**src/logic/ttil_params.svh**
```systemverilog
// Constants of the time tag and interrupt logic
`ifndef TTIL_PARAMS_SVH
`define TTIL_PARAMS_SVH

// Timing
`define TTIL_CLK_MHZ    125
`define TTIL_CLK_NS     8
`define TTIL_US_CYC     (1 * `TTIL_CLK_MHZ)
`define TTIL_PULSE_NS   500
`define TTIL_PULSE_CYC  ((`TTIL_PULSE_NS + `TTIL_CLK_NS - 1) / `TTIL_CLK_NS)
`define TTIL_PULSE_W    6
`define TTIL_RES_W      3
`define TTIL_RES_MAX    3'h5
`define TTIL_DIV_W      6

// Register byte offsets
`define TTIL_OFS_CTRL   5'h00
`define TTIL_OFS_CMD    5'h04
`define TTIL_OFS_TAG    5'h08
`define TTIL_OFS_MASK   5'h0C
`define TTIL_OFS_STAT   5'h10

// Widths and reset values
`define TTIL_CTRL_W     14
`define TTIL_CTRL_RST   14'h0000
`define TTIL_STAT_W     8
`define TTIL_ENG_IRQ_W  7
`define TTIL_MASK_RST   8'h00
`define TTIL_STAT_RST   8'h00
`define TTIL_TAG_RST    16'h0000
`define TTIL_TAG_MAX    16'hFFFF
`define TTIL_TAG_ONE    16'h0001
`define TTIL_STAMP_OFS  16'h0001

// Command register bits
`define TTIL_CMD_SWRST  0
`define TTIL_CMD_INTRST 1
`define TTIL_CMD_TAGRST 2
`define TTIL_CMD_TAGINC 3

// Status bit positions
`define TTIL_ST_ROLL    0
`define TTIL_ST_ENG0    1

`endif

```
**src/logic/ttil_pkg.sv**
```systemverilog
// Types of the time tag and interrupt logic
`default_nettype none
package ttil_pkg;

   typedef enum logic [1:0] {
      TTIL_INT_PULSE,
      TTIL_INT_SWCLR,
      TTIL_INT_RDCLR,
      TTIL_INT_RSV
   } ttil_int_mode_t;

   typedef struct packed {
      logic           svcReq;
      logic           enhanced;
      ttil_int_mode_t intMode;
      logic           autoSvcClr;
      logic           rollEn;
      logic           syncLoadEn;
      logic           syncClrEn;
      logic           swIncSel;
      logic           extClkSel;
      logic [2:0]     resSel;
      logic           clk12Mode;
   } ttil_ctrl_t;

   typedef struct packed {
      logic       msgEnd;
      logic       syncNoData;
      logic       syncWithData;
      logic       txVecDone;
      logic [6:0] engIrq;
   } ttil_eng_evt_t;

   typedef struct packed {
      logic        wrEn;
      logic [15:0] addr;
      logic [15:0] data;
   } ttil_stamp_t;

endpackage
`default_nettype wire

```
**src/logic/ttil_tick.sv**
```systemverilog
// Time tag tick generator: internal prescaler or external tag clock
`timescale 1ns/10ps
`default_nettype none
`include "ttil_params.svh"

module ttil_tick (
   input  wire logic                   clk,
   input  wire logic                   reset_n,
   input  wire logic                   clear,
   input  wire logic [`TTIL_RES_W-1:0] resSel,
   input  wire logic                   extSel,
   input  wire logic                   tagClkPin,
   output logic                        tick
);
   localparam int USC = `TTIL_US_CYC;

   logic [7:0]             usCnt_r;
   logic                   usPulse;
   logic [`TTIL_DIV_W-1:0] resCnt_r;
   logic [`TTIL_DIV_W-1:0] resLim;
   logic [`TTIL_RES_W-1:0] resEff;
   logic                   s1_r, s2_r, s3_r, lvl_r;
   logic                   extEdge;

   assign usPulse = (usCnt_r == 8'(USC - 1));
   assign resEff  = (resSel > `TTIL_RES_MAX) ? `TTIL_RES_MAX : resSel;
   // 2 << n microseconds per count, n = 0..5
   assign resLim  = `TTIL_DIV_W'((7'h02 << resEff) - 7'h01);

   // Time base from clk, independent of the decoder clock mode
   always_ff @(posedge clk or negedge reset_n) begin
      if (!reset_n) begin
         usCnt_r <= 8'h00;
      end else if (clear || usPulse) begin
         usCnt_r <= 8'h00;
      end else begin
         usCnt_r <= usCnt_r + 8'h01;
      end
   end

   always_ff @(posedge clk or negedge reset_n) begin
      if (!reset_n) begin
         resCnt_r <= 6'h00;
      end else if (clear) begin
         resCnt_r <= 6'h00;
      end else if (usPulse) begin
         resCnt_r <= (resCnt_r >= resLim) ? 6'h00 : resCnt_r + 6'h01;
      end
   end

   // Pin synchroniser; first stage feeds only the second
   always_ff @(posedge clk or negedge reset_n) begin
      if (!reset_n) begin
         s1_r  <= 1'b0;
         s2_r  <= 1'b0;
         s3_r  <= 1'b0;
         lvl_r <= 1'b0;
      end else begin
         s1_r <= tagClkPin;
         s2_r <= s1_r;
         s3_r <= s2_r;
         if (s2_r == s3_r) begin
            lvl_r <= s3_r;
         end
      end
   end

   assign extEdge = (s2_r == s3_r) && s3_r && !lvl_r;

   always_ff @(posedge clk or negedge reset_n) begin
      if (!reset_n) begin
         tick <= 1'b0;
      end else if (clear) begin
         tick <= 1'b0;
      end else begin
         tick <= extSel ? extEdge : (usPulse && (resCnt_r >= resLim));
      end
   end

   a_us_period: assert property (
      @(posedge clk) disable iff (!reset_n || clear)
      usPulse |-> ##USC usPulse)
      else $error("microsecond base period wrong");

   a_ext_edge: assert property (
      @(posedge clk) disable iff (!reset_n)
      extSel && !clear && !$past(s3_r) && s3_r && s2_r && !lvl_r |=> tick)
      else $error("external tag clock edge missed");

endmodule // ttil_tick
`default_nettype wire

```
**src/logic/ttil_core.sv**
```systemverilog
// Time tag counter, decoder clock mode and interrupt logic with Avalon slave
`timescale 1ns/10ps
`default_nettype none
`include "ttil_params.svh"

// Function
// - Hardware reset and software reset select 16 MHz sampling mode
// - Software can select 12 MHz clock mode
// - 12 MHz mode samples on both edges
// - 16-bit readable writable tag, selectable resolution
// - Tag may advance from external clock
// - Software may increment tag for self-test
// - Tag value stamped into second descriptor word
// - Sync without data clears tag when enabled
// - Sync with data loads tag when enabled
// - Rollover sets status bit, may interrupt
// - Vector word response clears service request
// - Interrupt pin: pulse, software-clear, read-clear level
// - Standard mode: status set only when masked-in
// - Enhanced mode: status set regardless of mask
// - Pin request only for masked-in conditions
module ttil_core (
   input  wire logic                  clk,
   input  wire logic                  reset_n,
   input  wire logic [4:0]            avs_address,
   input  wire logic                  avs_read,
   input  wire logic                  avs_write,
   input  wire logic [31:0]           avs_writedata,
   input  wire logic [3:0]            avs_byteenable,
   output logic [31:0]                avs_readdata,
   output logic                       avs_waitrequest,
   input  wire ttil_pkg::ttil_eng_evt_t engEvt,
   input  wire logic [15:0]           syncWord,
   input  wire logic [15:0]           descBase,
   input  wire logic                  tagClkPin,
   output ttil_pkg::ttil_stamp_t      stampWr,
   output logic                       decDualEdge,
   output logic                       svcReqBit,
   output logic                       intOut_n,
   output logic                       irq
);
   localparam int PULSE_CYC = `TTIL_PULSE_CYC;

   ttil_pkg::ttil_ctrl_t         ctrl_r;
   logic [15:0]                  tag_r;
   logic [`TTIL_STAT_W-1:0]      mask_r;
   logic [`TTIL_STAT_W-1:0]      status_r;
   logic [`TTIL_STAT_W-1:0]      snap_r;
   logic                         ackR;
   logic                         req;
   logic                         wrAcc;
   logic                         rdAcc;
   logic [15:0]                  ctrlWr;
   logic [15:0]                  tagWr;
   logic [15:0]                  maskWr;
   logic                         cmdWr;
   logic                         swRst;
   logic                         intRst;
   logic                         tagRst;
   logic                         cmdInc;
   logic                         tagWrEn;
   logic                         syncClr;
   logic                         syncLd;
   logic                         tick;
   logic                         incEn;
   logic                         incTake;
   logic                         rollEv;
   logic [`TTIL_STAT_W-1:0]      evtVec;
   logic [`TTIL_STAT_W-1:0]      setV;
   logic                         newReq;
   logic                         statRdClr;
   logic [`TTIL_PULSE_W-1:0]     pulseCnt_r;
   logic                         intLatch_r;
   logic                         intActive;

   function automatic logic [15:0] beMerge(input logic [15:0] old,
                                           input logic [31:0] wd,
                                           input logic [3:0]  be);
      beMerge = {be[1] ? wd[15:8] : old[15:8], be[0] ? wd[7:0] : old[7:0]};
   endfunction

   // Avalon slave: one wait state, answer on the second edge
   assign req             = avs_read || avs_write;
   assign avs_waitrequest = req && !ackR;
   assign wrAcc           = avs_write && ackR;
   assign rdAcc           = avs_read && ackR;

   always_ff @(posedge clk or negedge reset_n) begin
      if (!reset_n) begin
         ackR <= 1'b0;
      end else begin
         ackR <= req && !ackR;
      end
   end

   // Read data captured on the first edge and held through the answer
   always_ff @(posedge clk or negedge reset_n) begin
      if (!reset_n) begin
         avs_readdata <= 32'h0000_0000;
         snap_r       <= `TTIL_STAT_RST;
      end else if (avs_read && !ackR) begin
         snap_r <= `TTIL_STAT_RST;
         case (avs_address)
            `TTIL_OFS_CTRL: avs_readdata <= 32'(ctrl_r);
            `TTIL_OFS_TAG:  avs_readdata <= 32'(tag_r);
            `TTIL_OFS_MASK: avs_readdata <= 32'(mask_r);
            `TTIL_OFS_STAT: begin
               avs_readdata <= 32'(status_r);
               snap_r       <= status_r;
            end
            default:        avs_readdata <= 32'h0000_0000;
         endcase
      end
   end

   assign ctrlWr  = beMerge(16'(ctrl_r), avs_writedata, avs_byteenable);
   assign tagWr   = beMerge(tag_r, avs_writedata, avs_byteenable);
   assign maskWr  = beMerge(16'(mask_r), avs_writedata, avs_byteenable);
   assign cmdWr   = wrAcc && (avs_address == `TTIL_OFS_CMD)
                    && avs_byteenable[0];
   assign swRst   = cmdWr && avs_writedata[`TTIL_CMD_SWRST];
   assign intRst  = cmdWr && avs_writedata[`TTIL_CMD_INTRST];
   assign tagRst  = cmdWr && avs_writedata[`TTIL_CMD_TAGRST];
   assign cmdInc  = cmdWr && avs_writedata[`TTIL_CMD_TAGINC];
   assign tagWrEn = wrAcc && (avs_address == `TTIL_OFS_TAG);
   assign statRdClr = rdAcc && (avs_address == `TTIL_OFS_STAT);

   // Configuration; software reset returns to the 16 MHz mode
   always_ff @(posedge clk or negedge reset_n) begin
      if (!reset_n) begin
         ctrl_r <= ttil_pkg::ttil_ctrl_t'(`TTIL_CTRL_RST);
      end else if (swRst) begin
         ctrl_r <= ttil_pkg::ttil_ctrl_t'(`TTIL_CTRL_RST);
      end else if (wrAcc && (avs_address == `TTIL_OFS_CTRL)) begin
         ctrl_r <= ttil_pkg::ttil_ctrl_t'(ctrlWr[`TTIL_CTRL_W-1:0]);
      end else if (engEvt.txVecDone && ctrl_r.autoSvcClr) begin
         ctrl_r.svcReq <= 1'b0;
      end
   end

   assign decDualEdge = ctrl_r.clk12Mode;
   assign svcReqBit   = ctrl_r.svcReq;

   always_ff @(posedge clk or negedge reset_n) begin
      if (!reset_n) begin
         mask_r <= `TTIL_MASK_RST;
      end else if (swRst) begin
         mask_r <= `TTIL_MASK_RST;
      end else if (wrAcc && (avs_address == `TTIL_OFS_MASK)) begin
         mask_r <= maskWr[`TTIL_STAT_W-1:0];
      end
   end

   ttil_tick u_tick (
      .clk       (clk),
      .reset_n   (reset_n),
      .clear     (swRst),
      .resSel    (ctrl_r.resSel),
      .extSel    (ctrl_r.extClkSel),
      .tagClkPin (tagClkPin),
      .tick      (tick)
   );

   // Time tag counter; sync commands take priority over counting
   assign syncClr = engEvt.syncNoData && ctrl_r.syncClrEn;
   assign syncLd  = engEvt.syncWithData && ctrl_r.syncLoadEn;
   assign incEn   = ctrl_r.swIncSel ? cmdInc : tick;
   assign incTake = incEn && !swRst && !tagRst && !tagWrEn
                    && !syncClr && !syncLd;
   assign rollEv  = incTake && (tag_r == `TTIL_TAG_MAX);

   always_ff @(posedge clk or negedge reset_n) begin
      if (!reset_n) begin
         tag_r <= `TTIL_TAG_RST;
      end else if (swRst || tagRst) begin
         tag_r <= `TTIL_TAG_RST;
      end else if (tagWrEn) begin
         tag_r <= tagWr;
      end else if (syncClr) begin
         tag_r <= `TTIL_TAG_RST;
      end else if (syncLd) begin
         tag_r <= syncWord;
      end else if (incTake) begin
         tag_r <= tag_r + `TTIL_TAG_ONE;
      end
   end

   // Tag stamp toward the descriptor stack
   always_ff @(posedge clk or negedge reset_n) begin
      if (!reset_n) begin
         stampWr <= '0;
      end else begin
         stampWr.wrEn <= engEvt.msgEnd;
         stampWr.addr <= descBase + `TTIL_STAMP_OFS;
         stampWr.data <= tag_r;
      end
   end

   // Interrupt status; a new event wins over a read clear
   assign evtVec = {engEvt.engIrq, rollEv && ctrl_r.rollEn};
   assign setV   = evtVec & (ctrl_r.enhanced ? {`TTIL_STAT_W{1'b1}}
                                             : mask_r);
   assign newReq = |(evtVec & mask_r);

   always_ff @(posedge clk or negedge reset_n) begin
      if (!reset_n) begin
         status_r <= `TTIL_STAT_RST;
      end else if (swRst) begin
         status_r <= `TTIL_STAT_RST;
      end else if (statRdClr) begin
         status_r <= (status_r & ~snap_r) | setV;
      end else begin
         status_r <= status_r | setV;
      end
   end

   assign irq = |(status_r & mask_r);

   // Pin modes
   always_ff @(posedge clk or negedge reset_n) begin
      if (!reset_n) begin
         pulseCnt_r <= '0;
      end else if (newReq) begin
         pulseCnt_r <= `TTIL_PULSE_W'(PULSE_CYC);
      end else if (pulseCnt_r != '0) begin
         pulseCnt_r <= pulseCnt_r - `TTIL_PULSE_W'(1);
      end
   end

   always_ff @(posedge clk or negedge reset_n) begin
      if (!reset_n) begin
         intLatch_r <= 1'b0;
      end else if (newReq) begin
         intLatch_r <= 1'b1;
      end else if (intRst || swRst) begin
         intLatch_r <= 1'b0;
      end
   end

   always_comb begin
      case (ctrl_r.intMode)
         ttil_pkg::TTIL_INT_PULSE: intActive = (pulseCnt_r != '0);
         ttil_pkg::TTIL_INT_SWCLR: intActive = intLatch_r;
         ttil_pkg::TTIL_INT_RDCLR: intActive = irq;
         default:                  intActive = irq;
      endcase
   end

   // Registered so the pin never glitches while modes change
   always_ff @(posedge clk or negedge reset_n) begin
      if (!reset_n) begin
         intOut_n <= 1'b1;
      end else begin
         intOut_n <= !intActive;
      end
   end

   a_soft_reset: assert property (
      @(posedge clk) disable iff (!reset_n)
      swRst |=> !decDualEdge && (tag_r == `TTIL_TAG_RST))
      else $error("software reset left 12 MHz mode or tag");

   a_mode_write: assert property (
      @(posedge clk) disable iff (!reset_n)
      wrAcc && (avs_address == `TTIL_OFS_CTRL) && avs_byteenable[0]
      && !swRst |=> decDualEdge == $past(avs_writedata[0]))
      else $error("clock mode not taken from write");

   a_sw_inc: assert property (
      @(posedge clk) disable iff (!reset_n)
      ctrl_r.swIncSel && incTake |=> tag_r == $past(tag_r) + `TTIL_TAG_ONE)
      else $error("software increment failed");

   a_stamp_word: assert property (
      @(posedge clk) disable iff (!reset_n)
      engEvt.msgEnd |=> stampWr.wrEn && (stampWr.data == $past(tag_r))
      && (stampWr.addr == $past(descBase) + `TTIL_STAMP_OFS))
      else $error("time stamp word not written");

   a_sync_clear: assert property (
      @(posedge clk) disable iff (!reset_n)
      syncClr && !tagWrEn |=> tag_r == `TTIL_TAG_RST)
      else $error("sync without data did not clear tag");

   a_sync_load: assert property (
      @(posedge clk) disable iff (!reset_n)
      syncLd && !syncClr && !tagWrEn && !swRst && !tagRst
      |=> tag_r == $past(syncWord))
      else $error("sync with data did not load tag");

   a_roll_flag: assert property (
      @(posedge clk) disable iff (!reset_n)
      incTake && (tag_r == `TTIL_TAG_MAX) && ctrl_r.rollEn
      && (ctrl_r.enhanced || mask_r[`TTIL_ST_ROLL])
      |=> status_r[`TTIL_ST_ROLL] && (tag_r == `TTIL_TAG_RST))
      else $error("rollover flag not set");

   a_svc_clear: assert property (
      @(posedge clk) disable iff (!reset_n)
      engEvt.txVecDone && ctrl_r.autoSvcClr && !wrAcc |=> !svcReqBit)
      else $error("service request not cleared");

   a_int_pulse: assert property (
      @(posedge clk) disable iff (!reset_n)
      newReq && ctrl_r.intMode == ttil_pkg::TTIL_INT_PULSE && !wrAcc
      |=> ##1 !intOut_n)
      else $error("interrupt pulse missing");

   a_std_gate: assert property (
      @(posedge clk) disable iff (!reset_n)
      !ctrl_r.enhanced |=>
      ((status_r & ~$past(status_r) & ~$past(mask_r)) == `TTIL_STAT_RST))
      else $error("masked status bit set in standard mode");

   a_enh_set: assert property (
      @(posedge clk) disable iff (!reset_n)
      ctrl_r.enhanced && !swRst
      |=> ((status_r & $past(evtVec)) == $past(evtVec)))
      else $error("enhanced mode lost a status event");

   a_irq_gate: assert property (
      @(posedge clk) disable iff (!reset_n)
      ((evtVec & mask_r) == `TTIL_STAT_RST) && (pulseCnt_r == '0)
      |=> (pulseCnt_r == '0))
      else $error("masked condition raised interrupt pulse");

   a_latch_gate: assert property (
      @(posedge clk) disable iff (!reset_n)
      ((evtVec & mask_r) == `TTIL_STAT_RST) && !intLatch_r |=> !intLatch_r)
      else $error("masked condition set interrupt latch");

   a_pulse_load: assert property (
      @(posedge clk) disable iff (!reset_n)
      newReq |=> pulseCnt_r == `TTIL_PULSE_W'(PULSE_CYC))
      else $error("interrupt pulse length not loaded");

   a_read_clear: assert property (
      @(posedge clk) disable iff (!reset_n)
      statRdClr && (setV == `TTIL_STAT_RST) && !swRst
      |=> ((status_r & $past(snap_r)) == `TTIL_STAT_RST))
      else $error("status read did not clear captured bits");

endmodule // ttil_core
`default_nettype wire

```
**config.mk**
```make
export PLATFORM = sky130hd
export DESIGN_NAME = ttil_core
export DESIGN_NICKNAME = d
export VERILOG_FILES = /design/src/logic/ttil_pkg.sv /design/src/logic/ttil_tick.sv /design/src/logic/ttil_core.sv
export VERILOG_INCLUDE_DIRS = /design/src /design/src/logic
export SDC_FILE = /design/constraint.sdc
export NUM_CORES = 1
export LEC_CHECK = 0
export ABC_CLOCK_PERIOD_IN_PS = 2600
export BUFFER_PORTS_ARGS = -buffer_cell sky130_fd_sc_hd__buf_2
export CORE_MARGIN = 8
export CORE_UTILIZATION = 49
export DETAILED_ROUTE_END_ITERATION = 7
export PLACE_DENSITY = 0.79
export SLEW_MARGIN = 20
export SYNTH_ARGS = -nofsm -noshare
export SYNTH_HDL_FRONTEND = slang
export SYNTH_HIERARCHICAL = 1
export SYNTH_SLANG_ARGS = --single-unit
```
**constraint.sdc**
```tcl
create_clock -name clk -period 2.6 [get_ports clk]
set_clock_uncertainty 0.15 [all_clocks]
set_input_delay 0.65 -clock clk [delete_from_list [all_inputs] [get_ports clk]]
set_output_delay 0.65 -clock clk [all_outputs]
set_load 0.05 [all_outputs]
```
==> results.py <==
metrics = {
    "global_routing": {
        "grt_first_pass_wirelength_um": 30600,
        "grt_max_degree": 41,
        "antenna_found_initial": 2,
        "gr-usage-met2_pct": 33.5,
        "grt_overflow": 0,
        "met1_usage_pct": 28.8,
        "grt_busiest_layer": "met2",
        "grt_pass1_vias": 5970,
        "use_met3_pct": 5.49,
        "grt_usage_pct": 21.7,
    },
    "clock_network": {
        "clk_latency_ns": 0.42,
        "cts_tree": "yes",
        "clkSinkCount": 131,
        "cts-resized-gates": 0,
        "cts_root_buf": "clkbuf_16",
        "cts.clk_slew.worst_paths_ns": 0.06,
        "clockBufferDepth": 2,
        "cts_setup_buffers": 0,
        "ctsHtreeMaxLevel": 4,
        "hold_buffers": 0,
        "numCtsBuffers": 17,
    },
    "pwr": {
        "leakage_nw": 3.76,
        "p_per_area_nw_per_um2": 882,
        "peakVddDrop_mv": 0.585,
    },
    "routing": {
        "via_count": 5974,
        "vias_per_cell": 5.77,
        "drt_first_pass_iters": 5,
        "drc_errors": 0,
        "routedWlPerCell_um": 18.1,
        "finalWirelength_um": 18800,
        "ant_nets": 0,
        "drt_iter0_markers": 558,
    },
    "critical_path": {
        "crit_path_start_kind": "input pin",
        "path_max_fanout": 4,
        "crit_path_end_kind": "register",
        "ff2ff_setup_slack_ns": 0.32,
        "crit-reg2reg-capture": "u_tick/resCnt_r[5]",
        "required_ns": 2.76,
        "critPathArrivalTime_ns": 2.58,
        "criticalPathCategory": "input pin to register",
        "r2r_start": "ctrl_r[3]",
        "reg2reg_depth": 6,
    },
    "logic_synthesis": {
        "synth_compound_area_share_pct": 19.6,
        "synth_fa_ha_area_share_pct": 2.28,
        "ys_seq_elements": 131,
        "synth_xor_area_share_pct": 3.72,
        "synthFlopType": "dfrtp_1",
        "synthMuxAreaShare_pct": 1.67,
        "synthCells": 683,
        "synth_cell_types": 76,
        "synthesis.area_um2": 6600,
        "seq_area_frac_synth_pct": 49.7,
        "synth_top_family_by_area": "compound AO/OA/AOI/OAI gates",
        "async_flop_share_pct": 100,
        "synth-simple-area-share_pct": 17.9,
        "syn-mean-instance-area_um2": 9.66,
        "yosys_warnings": 6,
        "synth_edf_count": 0,
    },
    "run_status": {
        "status": "complete, no violations",
    },
    "final_layout": {
        "finish.instance_area_um2": 8240,
        "final_cell_count_no_fill": 1036,
        "drive_gt1_share_pct": 27.8,
        "num-fill-cells": 1101,
        "multi_input_area_um2": 3050,
        "area_growth_pct": 25.0,
        "register_area_um2": 3280,
        "final_nets": 947,
    },
    "worst_hold_path": {
        "hold_path_class": "input pin to async pin",
    },
    "sta": {
        "setup_tns_ns": 0,
        "min_period_ns": 2.42,
        "tightest_slew_ns": 0.591,
        "setup_viol": 0,
        "finalHoldViolations": 0,
        "min_period_over_period_pct": 93.0,
        "rsz0062_at_grt": "false",
        "slew_violations": 0,
        "max_slew_margin_pct": 60.6,
        "fmax_ghz": 0.413,
    },
    "place": {
        "placed_area_um2": 7670,
        "dp_hpwl_um": 14100,
        "place.port_buffers": 124,
        "dpl.cell_count": 1003,
        "gp_congestion": 0.886,
    },
    "floorplanning": {
        "dieArea_um2": 17400,
        "io_pins": 159,
        "die_x_um": 132,
        "core_um2": 13200,
        "initial_utilization_pct": 50.0,
        "dieHeight_um": 132,
        "row_count": 42,
    },
    "run": {
        "cap_violations": 0,
    },
}
==> critical path: stages <==
cell and delay, ns:
buf_2 0.11, or4b_4 0.58, or3_4 0.43, o211ai_2 0.22
o22ai_1 0.20, buf_4 0.19, a32o_1 0.20
==> registers in the layout (all words and copies together), names as in the netlist, 6 cells and up <==
name / cells
pulseCnt_r: 6
ctrl_r: 12
u_tick/resCnt_r: 6
u_tick/usCnt_r: 8
mask_r: 8
avs_readdata: 16
snap_r: 8
stampWr: 33
tag_r: 16
status_r: 8
==> final cells by class <==
class | instances | share of cell area, %
diodes | 1 | 0.0304
clock buffers | 17 | 5.16
clock inverters | 15 | 1.81
inverters | 26 | 1.21
multi-input cells | 499 | 37.0
flip-flops and latches | 131 | 39.8
well taps | 176 | 2.67
repair buffers | 171 | 12.3
==> placed cells by master (no fill, tap or decap), drive strengths merged, types with 12 or more instances in the layout <==
cell type	instances
clkbuf	17
conb	16
nand3	32
inv	32
a22oi	22
o21ai	77
nor2	33
a21oi	26
nand2	99
or3	13
xnor2	21
dfrtp	130
buf	171
ha	12
a22o	12
==> worst max path at each step <==
stage,from,slack (ns),endpoint
6_report,avs_address[0],0.18,tag_r[9]
5_1_grt,mask_r[3],0.18,irq
4_1_cts,avs_address[0],0.23,tag_r[9]
3_5_place_dp,avs_address[0],-0.21,tag_r[9]
3_3_place_gp,avs_address[0],-0.17,tag_r[9]
2_1_floorplan,avs_address[0],-0.14,u_tick/resCnt_r[4]
==> cells in the mapped netlist, types with 4 or more instances <==
library cell	instances	area, µm²
o31ai_1	10	75.1
xnor2_1	21	184
and2_1	4	25.0
mux2_2	8	90.1
o21ai_0	75	375
nand2_1	98	368
nand4_1	10	62.6
nor2_1	33	124
nand3_1	32	160
buf_4	16	120
a32o_1	6	60.1
nor3_1	10	50.1
clkbuf_1	19	71.3
a21oi_1	25	125
a22o_1	11	96.3
a211oi_1	4	30.0
nor4_1	4	25.0
and3_1	5	31.3
o2bb2ai_1	5	43.8
ha_1	12	150
o211ai_1	4	30.0
a31oi_1	4	25.0
nand3b_1	4	30.0
inv_1	26	97.6
dfrtp_1	130	3250
xor2_1	7	61.3
a22oi_1	22	165
or3_1	10	62.6
==> kinds of logic after synthesis <==
| group | Yosys count |
|---|---|
| other cells | 1 |
| buf+inv | 68 |
| simple gates | 239 |
| xor+xnor | 28 |
| flops | 131 |
| mux | 10 |
| fa+ha+maj | 12 |
| compound gates | 194 |
==> report_power, final <==
part / total, W / switching (W) / internal (W) / leakage [nW]
clock: 0.00232 / 0.000977 / 0.00134 / 0.277
sequential: 0.00288 / 0.000420 / 0.00246 / 1.64
combinational: 0.00207 / 0.00136 / 0.000718 / 1.84
==> metal layers <==
metal / share of wire [%] / wire, µm / vias up
met1: 44 / 8170 / 2870
met3: 8.1 / 1530 / 33
met5: 0.064 / 12 / -
met2: 47 / 8730 / 290
li1: - / - / 2779
met4: 1.7 / 326 / 2
==> per-stage QoR <==
stage | hold WS (ns) | setup slack (ns) | util [%] | power (W)
CTS | 0.0624 | 0.231 | 62.5 | 0.00728
floorplan | 0.181 | -0.141 | - | 0.00426
global placement | 0.189 | -0.174 | 58.1 | 0.00491
detailed placement | 0.185 | -0.211 | 58.1 | 0.00495
global route | 0.0773 | 0.176 | 62.5 | 0.00760
finish | 0.0459 | 0.182 | 62.5 | 0.00727
Note: power is estimated with default switching activity, not from simulation.
